**config.mk**
```make
export PLATFORM = sky130hd
export DESIGN_NAME = ccrs_core
export DESIGN_NICKNAME = d
export VERILOG_FILES = /design/src/design/ccrs_pkg.sv /design/src/design/ccrs_core.sv
export SDC_FILE = /design/constraint.sdc
export NUM_CORES = 2
export LEC_CHECK = 0
export BUFFER_PORTS_ARGS = -buffer_cell sky130_fd_sc_hd__buf_2
export CAP_MARGIN = 30
export CORE_UTILIZATION = 39
export DETAILED_ROUTE_END_ITERATION = 10
export PLACE_DENSITY = 0.6
export SYNTH_ARGS = -nofsm -noshare
export SYNTH_HDL_FRONTEND = slang
export SYNTH_SLANG_ARGS = --single-unit
```
**constraint.sdc**
```tcl
create_clock -name clk -period 12.3 [get_ports clk]
set_clock_uncertainty 0.2 [all_clocks]
set_input_delay 1.23 -clock clk [delete_from_list [all_inputs] [get_ports clk]]
set_output_delay 1.23 -clock clk [all_outputs]
set_load 0.01 [all_outputs]
```
**src/design/ccrs_pkg.sv**
```systemverilog
package ccrs_pkg;
  // Reset vector words and memory regions
  localparam logic [31:0] VEC_SP_ADDR   = 32'h0000_0000;
  localparam logic [31:0] VEC_PC_ADDR   = 32'h0000_0004;
  localparam logic [31:0] CODE_BASE     = 32'h0000_0000;
  localparam logic [31:0] SRAM_BASE     = 32'h2000_0000;
  localparam logic [31:0] PERI_BASE     = 32'h4000_0000;
  localparam logic [31:0] PPB_BASE      = 32'hE000_0000;
  localparam int          RGN_MSB       = 31;
  localparam int          RGN_LSB       = 29;
  localparam int          PPB_LSB       = 20;
  // Register indices and widths
  localparam int          NUM_GPR       = 13;
  localparam int          LO_REGS       = 8;
  localparam logic [3:0]  IDX_SP        = 4'hD;
  localparam logic [3:0]  IDX_LR        = 4'hE;
  localparam logic [3:0]  IDX_PC        = 4'hF;
  localparam logic [31:0] PC_STEP       = 32'h0000_0002;
  // Status word layout
  localparam int          FLAG_MSB      = 31;
  localparam int          FLAG_LSB      = 28;
  localparam int          TBIT_POS      = 24;
  localparam int          EXC_W         = 6;
  localparam int          MASK_POS      = 0;
  localparam int          CTRL_SP_POS   = 1;
  localparam int          LINK_SP_POS   = 2;
  localparam logic        MASK_RST      = 1'h0;
  localparam logic        CTRL_RST      = 1'h0;
  localparam logic [31:0] EXC_LINK_BASE = 32'hFFFF_FFF1;
  // Exception numbers
  localparam logic [5:0]  EXC_THREAD    = 6'h00;
  localparam logic [5:0]  EXC_NMI       = 6'h02;
  localparam logic [5:0]  EXC_HARD      = 6'h03;
  localparam logic [5:0]  EXC_SVC       = 6'h0B;
  localparam logic [5:0]  EXC_PSV       = 6'h0E;
  localparam logic [5:0]  EXC_TICK      = 6'h0F;
  localparam logic [5:0]  EXC_IRQ0      = 6'h10;
  localparam logic [5:0]  EXC_IRQ_LAST  = 6'h23;

  typedef enum logic [3:0] {
    OP_NONE, OP_WR, OP_MUL, OP_FLAGS, OP_BX, OP_CALL,
    OP_MSR, OP_CPSID, OP_CPSIE, OP_EXC_IN, OP_EXC_OUT
  } ccrs_op_e;
  typedef enum logic [1:0] {SYS_FLAGS, SYS_MASK, SYS_CTRL} ccrs_sys_e;
  typedef enum logic [2:0] {
    ST_BOOT_SP = 3'h1,
    ST_BOOT_PC = 3'h2,
    ST_RUN     = 3'h4
  } ccrs_st_e;
  typedef enum logic [2:0] {RG_CODE, RG_SRAM, RG_PERI, RG_NONE, RG_PPB, RG_VEND} ccrs_rgn_e;
  typedef struct packed {
    ccrs_op_e    kind;
    logic [3:0]  rd;
    logic [3:0]  rn;
    logic [3:0]  rm;
    logic        set_flags;
    ccrs_sys_e   sys;
    logic [3:0]  nzcv;
    logic [5:0]  exc;
    logic [31:0] data;
  } ccrs_op_s;
endpackage

```
**src/design/ccrs_core.sv**
```systemverilog
// What this block does
// - Code region at address zero holds program, data and the vector table.
// - Region from 0x20000000 is data memory and allows instruction fetch.
// - Peripheral region from 0x40000000 refuses instruction fetch.
// - Core-internal peripheral region starts at 0xE0000000.
// - Sixteen 32-bit registers; registers 8 to 12 only reachable by some ops.
// - Two banked stack pointers behind register 13, one visible at a time.
// - Stack select 0 picks main pointer, 1 process pointer; resets to 0.
// - Register 14 takes return information on calls and exception entry.
// - Reset loads word at 0x00000004 into program counter, bit 0 into state bit.
// - Writing register 15 redirects program flow to the written address.
// - Status bits 31 to 28 hold negative, zero, carry and overflow flags.
// - State bit 24 must be 1; executing with it clear raises hard fault.
// - Status bits 5 to 0 carry the active exception number.
// - Exception number and execution state are read-only; number resets to 0.
// - Mask bit set blocks all configurable-priority exceptions; resets to 0.
// - Mask changes only by special-register move or change-state ops.
// - Instructions run through a two-stage pipeline.
// - A 32 by 32 multiply gives its 32-bit result in one cycle.
// - Stack select sits in control bit 1; handler mode always uses main.
// - Handler mode ignores software writes to control register.
`timescale 1ns/100ps
`default_nettype none
module ccrs_core (
  input  wire logic               clk,
  input  wire logic               nrst,
  output logic                    vec_req,
  output logic [31:0]             vec_addr,
  input  wire logic [31:0]        vec_rdata,
  input  wire logic               vec_ack,
  output logic                    core_ready,
  input  wire logic               op_valid,
  input  wire ccrs_pkg::ccrs_op_s op,
  output logic                    res_valid,
  output logic [31:0]             res_data,
  output logic                    fault_pulse,
  output logic [31:0]             status_word,
  output logic [31:0]             pc_out,
  output logic [31:0]             msp_out,
  output logic [31:0]             psp_out,
  output logic [31:0]             lr_out,
  output logic                    mask_out,
  output logic                    sp_sel_out,
  input  wire logic               exc_req,
  input  wire logic [5:0]         exc_num,
  output logic                    exc_take,
  input  wire logic               acc_valid,
  input  wire logic [31:0]        acc_addr,
  input  wire logic               acc_fetch,
  output ccrs_pkg::ccrs_rgn_e     acc_region,
  output logic                    acc_fault
);
  import ccrs_pkg::*;

  ccrs_st_e    state_q;
  logic        vreq_q;
  logic [31:0] vaddr_q;
  logic        opq_v;
  ccrs_op_s    opq;
  logic [31:0] gpr_q [NUM_GPR];
  logic [31:0] msp_q;
  logic [31:0] psp_q;
  logic [31:0] lr_q;
  logic [31:0] pc_q;
  logic        tbit_q;
  logic [3:0]  flags_q;
  logic [5:0]  active_exception_number_q;
  logic        mask_q;
  logic        ctrl_q;
  logic        resv_q;
  logic [31:0] res_q;
  logic        fault_q;
  logic        take_q;
  ccrs_rgn_e   rgn_q;
  logic        afault_q;

  logic        run;
  logic        handler;
  logic        use_psp;
  logic        exe;
  logic        exc_in_ok;
  logic        wb_en;
  logic [3:0]  wb_idx;
  logic [31:0] wb_val;
  logic [31:0] opa;
  logic [31:0] opb;
  logic [63:0] prod;

  // Handler mode forces the main pointer whatever control says
  function automatic logic [31:0] rd_reg(input logic [3:0] i);
    case (i)
      IDX_SP:  rd_reg = use_psp ? psp_q : msp_q;
      IDX_LR:  rd_reg = lr_q;
      IDX_PC:  rd_reg = pc_q;
      default: rd_reg = gpr_q[i];
    endcase
  endfunction

  function automatic logic exc_ok(input logic [5:0] n, input logic m);
    exc_ok = (n == EXC_NMI) || (n == EXC_HARD) || !m;
  endfunction

  function automatic ccrs_rgn_e rgn(input logic [31:0] a);
    if (a[RGN_MSB:RGN_LSB] == CODE_BASE[RGN_MSB:RGN_LSB]) begin
      rgn = RG_CODE;
    end else if (a[RGN_MSB:RGN_LSB] == SRAM_BASE[RGN_MSB:RGN_LSB]) begin
      rgn = RG_SRAM;
    end else if (a[RGN_MSB:RGN_LSB] == PERI_BASE[RGN_MSB:RGN_LSB]) begin
      rgn = RG_PERI;
    end else if (a[RGN_MSB:PPB_LSB] == PPB_BASE[RGN_MSB:PPB_LSB]) begin
      rgn = RG_PPB;
    end else if (a[RGN_MSB:RGN_LSB] == PPB_BASE[RGN_MSB:RGN_LSB]) begin
      rgn = RG_VEND;
    end else begin
      rgn = RG_NONE;
    end
  endfunction

  assign run     = (state_q == ST_RUN);
  assign handler = (active_exception_number_q != EXC_THREAD);
  assign use_psp = ctrl_q && !handler;
  assign exe     = opq_v && tbit_q && (opq.kind != OP_NONE);
  assign exc_in_ok = exc_ok(opq.exc, mask_q);

  // multiply on low registers, one cycle
  always_comb begin
    opa    = rd_reg({1'b0, opq.rn[2:0]});
    opb    = rd_reg({1'b0, opq.rm[2:0]});
    prod   = opa * opb;
    wb_en  = exe && (opq.kind == OP_WR || opq.kind == OP_MUL);
    wb_idx = (opq.kind == OP_MUL) ? {1'b0, opq.rd[2:0]} : opq.rd;
    wb_val = (opq.kind == OP_MUL) ? prod[31:0] : opq.data;
  end

  always_ff @(posedge clk or negedge nrst) begin
    if (!nrst) begin
      state_q <= ST_BOOT_SP;
      vreq_q  <= 1'b1;
      vaddr_q <= VEC_SP_ADDR;
    end else begin
      case (state_q)
        ST_BOOT_SP: begin
          if (vec_ack) begin
            state_q <= ST_BOOT_PC;
            vaddr_q <= VEC_PC_ADDR;
          end
        end
        ST_BOOT_PC: begin
          if (vec_ack) begin
            state_q <= ST_RUN;
            vreq_q  <= 1'b0;
          end
        end
        ST_RUN: begin
          vreq_q <= 1'b0;
        end
        default: begin
          state_q <= ST_BOOT_SP;
          vreq_q  <= 1'b1;
          vaddr_q <= VEC_SP_ADDR;
        end
      endcase
    end
  end

  always_ff @(posedge clk or negedge nrst) begin
    if (!nrst) begin
      opq_v <= 1'b0;
      opq   <= '0;
    end else begin
      opq_v <= op_valid && run;
      opq   <= op;
    end
  end

  always_ff @(posedge clk or negedge nrst) begin
    if (!nrst) begin
      for (int i = 0; i < NUM_GPR; i++) begin
        gpr_q[i] <= '0;
      end
    end else if (wb_en && wb_idx < IDX_SP) begin
      gpr_q[wb_idx] <= wb_val;
    end
  end

  always_ff @(posedge clk or negedge nrst) begin
    if (!nrst) begin
      msp_q <= '0;
    end else if (state_q == ST_BOOT_SP && vec_ack) begin
      msp_q <= vec_rdata;
    end else if (wb_en && wb_idx == IDX_SP && !use_psp) begin
      msp_q <= wb_val;
    end
  end

  always_ff @(posedge clk or negedge nrst) begin
    if (!nrst) begin
      psp_q <= '0;
    end else if (wb_en && wb_idx == IDX_SP && use_psp) begin
      psp_q <= wb_val;
    end
  end

  always_ff @(posedge clk or negedge nrst) begin
    if (!nrst) begin
      lr_q <= '0;
    end else if (wb_en && wb_idx == IDX_LR) begin
      lr_q <= wb_val;
    end else if (exe && opq.kind == OP_CALL) begin
      lr_q <= (pc_q + PC_STEP) | 32'h0000_0001;
    end else if (exe && opq.kind == OP_EXC_IN && exc_in_ok) begin
      lr_q <= EXC_LINK_BASE | {29'h0, use_psp, 2'h0};
    end
  end

  always_ff @(posedge clk or negedge nrst) begin
    if (!nrst) begin
      pc_q <= '0;
    end else if (state_q == ST_BOOT_PC && vec_ack) begin
      pc_q <= vec_rdata & ~32'h0000_0001;
    end else if (wb_en && wb_idx == IDX_PC) begin
      pc_q <= wb_val & ~32'h0000_0001;
    end else if (exe && (opq.kind == OP_BX || opq.kind == OP_CALL ||
                         opq.kind == OP_EXC_OUT ||
                         (opq.kind == OP_EXC_IN && exc_in_ok))) begin
      pc_q <= opq.data & ~32'h0000_0001;
    end else if (exe) begin
      pc_q <= pc_q + PC_STEP;
    end
  end

  // state bit only from vectors and branches
  always_ff @(posedge clk or negedge nrst) begin
    if (!nrst) begin
      tbit_q <= 1'b0;
    end else if (state_q == ST_BOOT_PC && vec_ack) begin
      tbit_q <= vec_rdata[0];
    end else if (exe && (opq.kind == OP_BX ||
                         (opq.kind == OP_EXC_IN && exc_in_ok))) begin
      tbit_q <= opq.data[0];
    end
  end

  always_ff @(posedge clk or negedge nrst) begin
    if (!nrst) begin
      flags_q <= '0;
    end else if (exe && opq.kind == OP_FLAGS) begin
      flags_q <= opq.nzcv;
    end else if (exe && opq.kind == OP_MSR && opq.sys == SYS_FLAGS) begin
      flags_q <= opq.data[FLAG_MSB:FLAG_LSB];
    end else if (wb_en && opq.set_flags) begin
      flags_q <= {wb_val[31], wb_val == 32'h0, flags_q[1:0]};
    end
  end

  always_ff @(posedge clk or negedge nrst) begin
    if (!nrst) begin
      active_exception_number_q <= EXC_THREAD;
    end else if (exe && opq.kind == OP_EXC_IN && exc_in_ok) begin
      active_exception_number_q <= opq.exc;
    end else if (exe && opq.kind == OP_EXC_OUT) begin
      active_exception_number_q <= EXC_THREAD;
    end
  end

  // mask only by move or change-state
  always_ff @(posedge clk or negedge nrst) begin
    if (!nrst) begin
      mask_q <= MASK_RST;
    end else if (exe && opq.kind == OP_MSR && opq.sys == SYS_MASK) begin
      mask_q <= opq.data[MASK_POS];
    end else if (exe && opq.kind == OP_CPSID) begin
      mask_q <= 1'b1;
    end else if (exe && opq.kind == OP_CPSIE) begin
      mask_q <= 1'b0;
    end
  end

  // stack select, frozen to software in handler mode
  always_ff @(posedge clk or negedge nrst) begin
    if (!nrst) begin
      ctrl_q <= CTRL_RST;
    end else if (exe && opq.kind == OP_MSR && opq.sys == SYS_CTRL && !handler) begin
      ctrl_q <= opq.data[CTRL_SP_POS];
    end else if (exe && opq.kind == OP_EXC_OUT) begin
      ctrl_q <= lr_q[LINK_SP_POS];
    end
  end

  always_ff @(posedge clk or negedge nrst) begin
    if (!nrst) begin
      resv_q  <= 1'b0;
      res_q   <= '0;
      fault_q <= 1'b0;
      take_q  <= 1'b0;
    end else begin
      resv_q  <= wb_en;
      res_q   <= wb_en ? wb_val : res_q;
      fault_q <= opq_v && !tbit_q && (opq.kind != OP_NONE);
      take_q  <= run && exc_req && exc_ok(exc_num, mask_q);
    end
  end

  // region decode, fetch only from code or data memory
  always_ff @(posedge clk or negedge nrst) begin
    if (!nrst) begin
      rgn_q    <= RG_CODE;
      afault_q <= 1'b0;
    end else begin
      rgn_q    <= rgn(acc_addr);
      afault_q <= acc_valid && acc_fetch &&
                  !(rgn(acc_addr) == RG_CODE || rgn(acc_addr) == RG_SRAM);
    end
  end

  assign vec_req     = vreq_q;
  assign vec_addr    = vaddr_q;
  assign core_ready  = run;
  assign res_valid   = resv_q;
  assign res_data    = res_q;
  assign fault_pulse = fault_q;
  assign status_word = {flags_q, 3'h0, tbit_q, 18'h0, active_exception_number_q};
  assign pc_out      = pc_q;
  assign msp_out     = msp_q;
  assign psp_out     = psp_q;
  assign lr_out      = lr_q;
  assign mask_out    = mask_q;
  assign sp_sel_out  = ctrl_q;
  assign exc_take    = take_q;
  assign acc_region  = rgn_q;
  assign acc_fault   = afault_q;
endmodule
`default_nettype wire

```
== Word level (Yosys, flattened, before mapping) ==
Index checks and enable logic that the tools add are counted.
Word-level totals
  output and inout port bits: 235
  input port bits: 138
  word-level logic and storage cells: 198
  bits in registers: 692
Cells by class
  $add $sub $neg: 1
  magnitude comparators: 5
  reduce and logical (&&, ||, !) cells: 70
  multiply operators: 1
  bitwise operators: 6
  mux-type cells: 44
  equality and inequality tests: 29
Operator list (count)
  2-to-1 mux 32 bit: 16
  bitwise mux 416 bit: 1
  binary-select mux 32 bit (select 4 bit): 2
  demux 32 bit (select 4 bit): 1
  one-hot mux 32 bit (2 select lines): 1
  logical AND 1 bit: 36
  adder 32 x 2 -> 32 bit (second input constant): 1
  zero test 32 bit: 1
  multiplier 32 x 32 -> 32 bit: 1
  equality test 4 bit (second input constant): 6
  equality test 6 x 2 -> 1 bit (second input constant): 4
  2-to-1 mux 3 bit: 7
  equality test 4 x 3 -> 1 bit (second input constant): 4
  2-to-1 mux 4 bit: 4
  greater-or-equal comparator 5 bit (second input constant): 3
  equality test 12 bit (second input constant): 1
  2-to-1 mux 6 bit: 2
  logical OR 1 bit: 10
  NOT 3 -> 5 bit: 2
  nonzero test 2 bit: 5
  equality test 3 x 1 -> 1 bit (second input constant): 3
  one-hot mux 3 bit (3 select lines): 1
  nonzero test 3 bit: 3
  equality test 4 x 2 -> 1 bit (second input constant): 2
  other kinds (20): 39

== Logic depth before layout (Yosys ltp) ==
  depth after elaboration: 10
  gate-level depth with buffers: 38
  mapped depth without buffers: 31

== Worst setup path after synthesis ==
Ideal clock, no wire load.
  path kind: register to register
  from: register opq[49] (netlist bit)
  to: register gpr_q[287] (netlist bit)
  path slack: 3.459 ns
  period minus slack after synthesis: 8.841 ns
  required time: 11.975 ns
  arrival: 8.516 ns
  cell stages (with the launch flop): 34
  library setup time: 0.125 ns
  path buffers: 6
  cells stage by stage: dfrtp_1 -> buf_6 -> buf_12 -> buf_6 -> buf_6 -> mux4_2 -> o21ai_1 -> clkbuf_1 -> nor2_1 -> fa_1 -> fa_1 -> fa_1 -> inv_1 -> fa_1 -> inv_1 -> fa_1 -> inv_1 -> fa_1 -> inv_1 -> fa_1 -> fa_1 -> ha_1 -> a21o_1 -> a21o_1 -> a21oi_1 -> o211ai_1 -> a21oi_1 -> o21ai_0 -> a221oi_1 -> o21ai_0 -> xnor2_1 -> o21ai_2 -> buf_6 -> mux2_2
Between the ends
  word-level cells in the longest chain between the ends: 7
Ends and longest elaborated chain
  start, declared: line ccrs_core.sv:59  | ccrs_op_s opq;
  start signal, assigned: line ccrs_core.sv:172  | opq <= op;
  NOT 3 -> 5 bit (implied by the code): line ccrs_core.sv:95  | default: rd_reg = gpr_q[i];
  binary-select mux 32 bit (select 4 bit): line ccrs_core.sv:95
  2-to-1 mux 32 bit (implied by the code) (2 in a row): line ccrs_core.sv:95
  multiplier 32 x 32 -> 32 bit: line ccrs_core.sv:129  | prod = opa * opb;
  2-to-1 mux 32 bit: line ccrs_core.sv:132  | wb_val = (opq.kind == OP_MUL) ? prod[31:0] : opq.data;
  bitwise mux 416 bit: line ccrs_core.sv:182  | gpr_q[wb_idx] <= wb_val;
  end signal, assigned by index: line ccrs_core.sv:182
  end, declared: line ccrs_core.sv:60  | logic [31:0] gpr_q [NUM_GPR];
No other way between the ends. The select of a mux whose other input is x is not followed.
A chain may end at the register's enable or synchronous reset.

== Final worst setup path ==
  from: register opq[49] (netlist bit)
  to: register flags_q[2]
Between the ends
  word-level cells in the longest chain between the ends: 10
Ends and longest elaborated chain
  NOT 3 -> 5 bit (implied by the code): line ccrs_core.sv:95
  binary-select mux 32 bit (select 4 bit): line ccrs_core.sv:95
  2-to-1 mux 32 bit (implied by the code) (2 in a row): line ccrs_core.sv:95
  multiplier 32 x 32 -> 32 bit: line ccrs_core.sv:129
  2-to-1 mux 32 bit: line ccrs_core.sv:132
  zero test 32 bit: line ccrs_core.sv:252  | flags_q <= {wb_val[31], wb_val == 32'h0, flags_q[1:0]};
  2-to-1 mux 4 bit: line ccrs_core.sv:251  | end else if (wb_en && opq.set_flags) begin
  2-to-1 mux 4 bit: line ccrs_core.sv:249  | end else if (exe && opq.kind == OP_MSR && opq.sys == SYS_FLAGS) begin
  2-to-1 mux 4 bit: line ccrs_core.sv:247  | end else if (exe && opq.kind == OP_FLAGS) begin
  end signal, assigned: line ccrs_core.sv:248  | flags_q <= opq.nzcv;
  end signal, assigned: line ccrs_core.sv:250  | flags_q <= opq.data[FLAG_MSB:FLAG_LSB];
  end signal, assigned: line ccrs_core.sv:252
  end, declared: line ccrs_core.sv:66  | logic [3:0] flags_q;
No other way between the ends. The select of a mux whose other input is x is not followed.

==> reports/metrics.yaml <==
outcome:
  status: "finished clean"
yosys:
  yosys_register_bits: 500
  synthArstFlopShare: 1.00
  ys_warn_count: 0
  avgSynthCellArea_um2: 9.60
  synth_cell_types: 75
  synthCells: 4136
  synth_enable_flop_cells: 0
  synth_area_mm2: 0.0397
  synth.top_cell.area_share: 0.314
  synth_ff_type: "dfrtp_1"
  seq_area_frac_synth: 0.315
  ys_top_cells_by_area: "dfrtp_1, fa_1, mux4_2"
  yosysTopAreaCell: "dfrtp_1"
worst_hold_path:
  hp-class: "flip-flop to flip-flop"
  min-delay-start: "psp_out[17]"
  min_path_cells: 2
  holdPathEnd: "psp_out[17]"
timing:
  hold_slack_ps: 276
  worst_slack_ps: 1300
  final_hold_viol_count: 0
  worst_slew_pin_slew_ps: 1010
  finalCriticalPeriod_ps: 11000
  setup_violations: 0
  period_share: 0.894
  slew_viol_final: 0
  rsz0062_at_grt: "false"
  slew-limit-headroom: 0.315
  finalSetupTns_ps: 0
  clock.fmax_ghz: 0.0909
global_routing:
  grt_first_pass_wirelength_um: 197000
  antenna_found_initial: 4
  grt_remaining_overflow: 0
  grt_usage: 0.253
  grt_start_max_net_pins: 154
  grt_pass1_vias: 31400
detailed_routing:
  vias: 30700
  wl_per_cell_um: 22.4
  drt_first_pass_iters: 8
  viasPerCell: 5.35
  drc: 0
  detail-route-antenna-nets: 0
  first_iter_violations: 2368
  wl_um: 129000
placement:
  place.port_buffers: 296
  place.gp.congestion: 0.908
  placed_area_mm2: 0.0428
  hpwl_um: 95500
  dp_slack_ps: 1420
power:
  pwr-share-clk: 0.350
  p_switching_w: 0.00143
  p_per_area_mw_per_mm2: 101
  power.internal_w: 0.00305
  p_leak_nw: 21.0
  peakVddDrop_mv: 0.138
  pwr-share-seq: 0.437
  switching_share: 0.319
  pwr-share-comb: 0.212
setup_path:
  reg2reg_depth: 31
  critical_path.startpoint_type: "flip-flop"
  r2r_slack_ps: 1300
  path_class: "flip-flop to flip-flop"
  rr_startpoint: "opq[49]"
  arrival_ps: 11300
  crit_family: "adder cells"
  end_kind: "flip-flop"
  cp.required_ps: 12600
  cp_slowest_cell: "dfrtp_4"
  crit-reg2reg-capture: "flags_q[2]"
  crit_fanout: 23
  path_buf_inv: 7
  max_stage_delay_ps: 760
clock_tree:
  clock_latency_ps: 600
  ctsResizeCount: 0
  cts_tree: "built"
  ctsRootBufferMaster: "clkbuf_16"
  cts_sinks: 500
  clk_path_buf_depth: 3
  cts_buffers: 48
  path_clk_slew_ps: 70
  h-tree-depth: 2
  postCtsHoldBufs: 0
  postCtsSetupRepairBufs: 0
run:
  maxCapViolCount: 0
layout:
  layout_commonest_cell: "nand2_1"
  final_cell_mix: "nand2_1, dfrtp_1, nor2_1"
  nets: 5014
  finalInstanceArea_mm2: 0.0445
  area_delta_synth_final_pct: 12.0
  layout-drive-gt1-share: 0.173
floorplanning:
  fp.dieArea_mm2: 0.103
  num_io_pins: 373
  die_x_um: 321
  design.core.area_mm2: 0.100
  die_y_um: 321
  rows: 116
  start_util: 0.395
how the worst max path moves through the flow:
stage            start    endpoint  slack, ps  cells past startpoint
4_1_cts        opq[49]  flags_q[2]       1390                     31
5_1_grt        opq[49]  flags_q[2]        830                     31
2_1_floorplan  opq[49]  gpr_q[287]       3460                     33
6_report       opq[49]  flags_q[2]       1300                     31
3_3_place_gp   opq[49]  flags_q[2]       1510                     31
3_5_place_dp   opq[49]  flags_q[2]       1420                     31
synthesized netlist by cell type, drive strengths merged (7+ instances only):
cell and number:
or2 46, and2 7, xnor2 85, a21oi 115
nor4 9, o21ai 418, a21o 13, a31oi 8
o311ai 7, o221ai 32, mux4 102, fa 408
nand2b 67, nor3 17, nor2 474, clkbuf 207
inv 447, o211ai 17, o21bai 8, nand4 10
ha 124, xor2 25, dfrtp 498, buf 109
a22oi 21, mux2 24, or3 17, mux2i 119
and3 16, nor2b 14, nand2 586, nand3 23
layout make-up:
class | count | area (um2)
repair buffers | 422 | 2530
clock buffers | 69 | 1440
well taps | 1357 | 1700
fillers | 9878 | 56000
flip-flops and latches | 500 | 12500
multi-input cells | 2923 | 24400
clock inverters | 15 | 193
diodes | 3 | 7.51
inverters | 449 | 1690
power groups by stage:
stage	registers, W	clock network [W]	logic (W)
after floorplan	0.00199	0	0.000495
after global placement	0.00198	0	0.000935
after detailed placement	0.00198	0	0.000945
after CTS	0.00195	0.00160	0.000949
after global routing	0.00197	0.00165	0.00104
final	0.00196	0.00157	0.000951
layer usage:
layer,global-route usage,up-vias,part of all wire
met2,0.417,1152,0.47
met3,0.0404,203,0.071
met1,0.336,15600,0.42
met5,0,-,0.000085
met4,0.0948,2,0.041
li1,-,13700,-
sequential cells by signal, indices dropped and copies added (netlist names):
| signal | count |
|---|---|
| acc_fault | 1 |
| acc_region | 3 |
| active_exception_number_q | 6 |
| exc_take | 1 |
| fault_pulse | 1 |
| flags_q | 4 |
| gpr_q | 256 |
| lr_out | 32 |
| mask_out | 1 |
| msp_out | 32 |
| opq | 59 |
| opq_v | 1 |
| pc_out | 31 |
| psp_out | 32 |
| res_data | 32 |
| res_valid | 1 |
| sp_sel_out | 1 |
| state_q | 3 |
| tbit_q | 1 |
| vec_addr | 1 |
| vec_req | 1 |
cells by family after synthesis:
kind of cell | count (synthesis) | synth area share
AOI/OAI and AO/OA | 681 | 0.0980
buffers and inverters | 765 | 0.0822
muxes | 245 | 0.0960
and+or+nand+nor | 1299 | 0.137
xor gates and xnor gates | 113 | 0.0263
other | 1 | 0.0000944
DFF | 500 | 0.315
adders and majority gates | 532 | 0.245
tightest hold or removal path, delay by kind of cell, from the launching register on:
| kind | cells | cell delay, ps |
|---|---|---|
| and+or+nand+nor | 1 | 40 |
| DFF | 1 | 340 |
| AOI/OAI and AO/OA | 1 | 60 |
through the flow:
| stage | instances | power, W | utilization |
|---|---|---|---|
| finish | 5738 | 0.00448 | 0.443 |
| global route | 5736 | 0.00466 | 0.443 |
| CTS | 5732 | 0.00450 | 0.442 |
| detailed placement | 5648 | 0.00293 | 0.426 |
| global placement | 5644 | 0.00291 | 0.425 |
| floorplan | 4188 | 0.00248 | - |
Power figures use the tool's default switching activity.
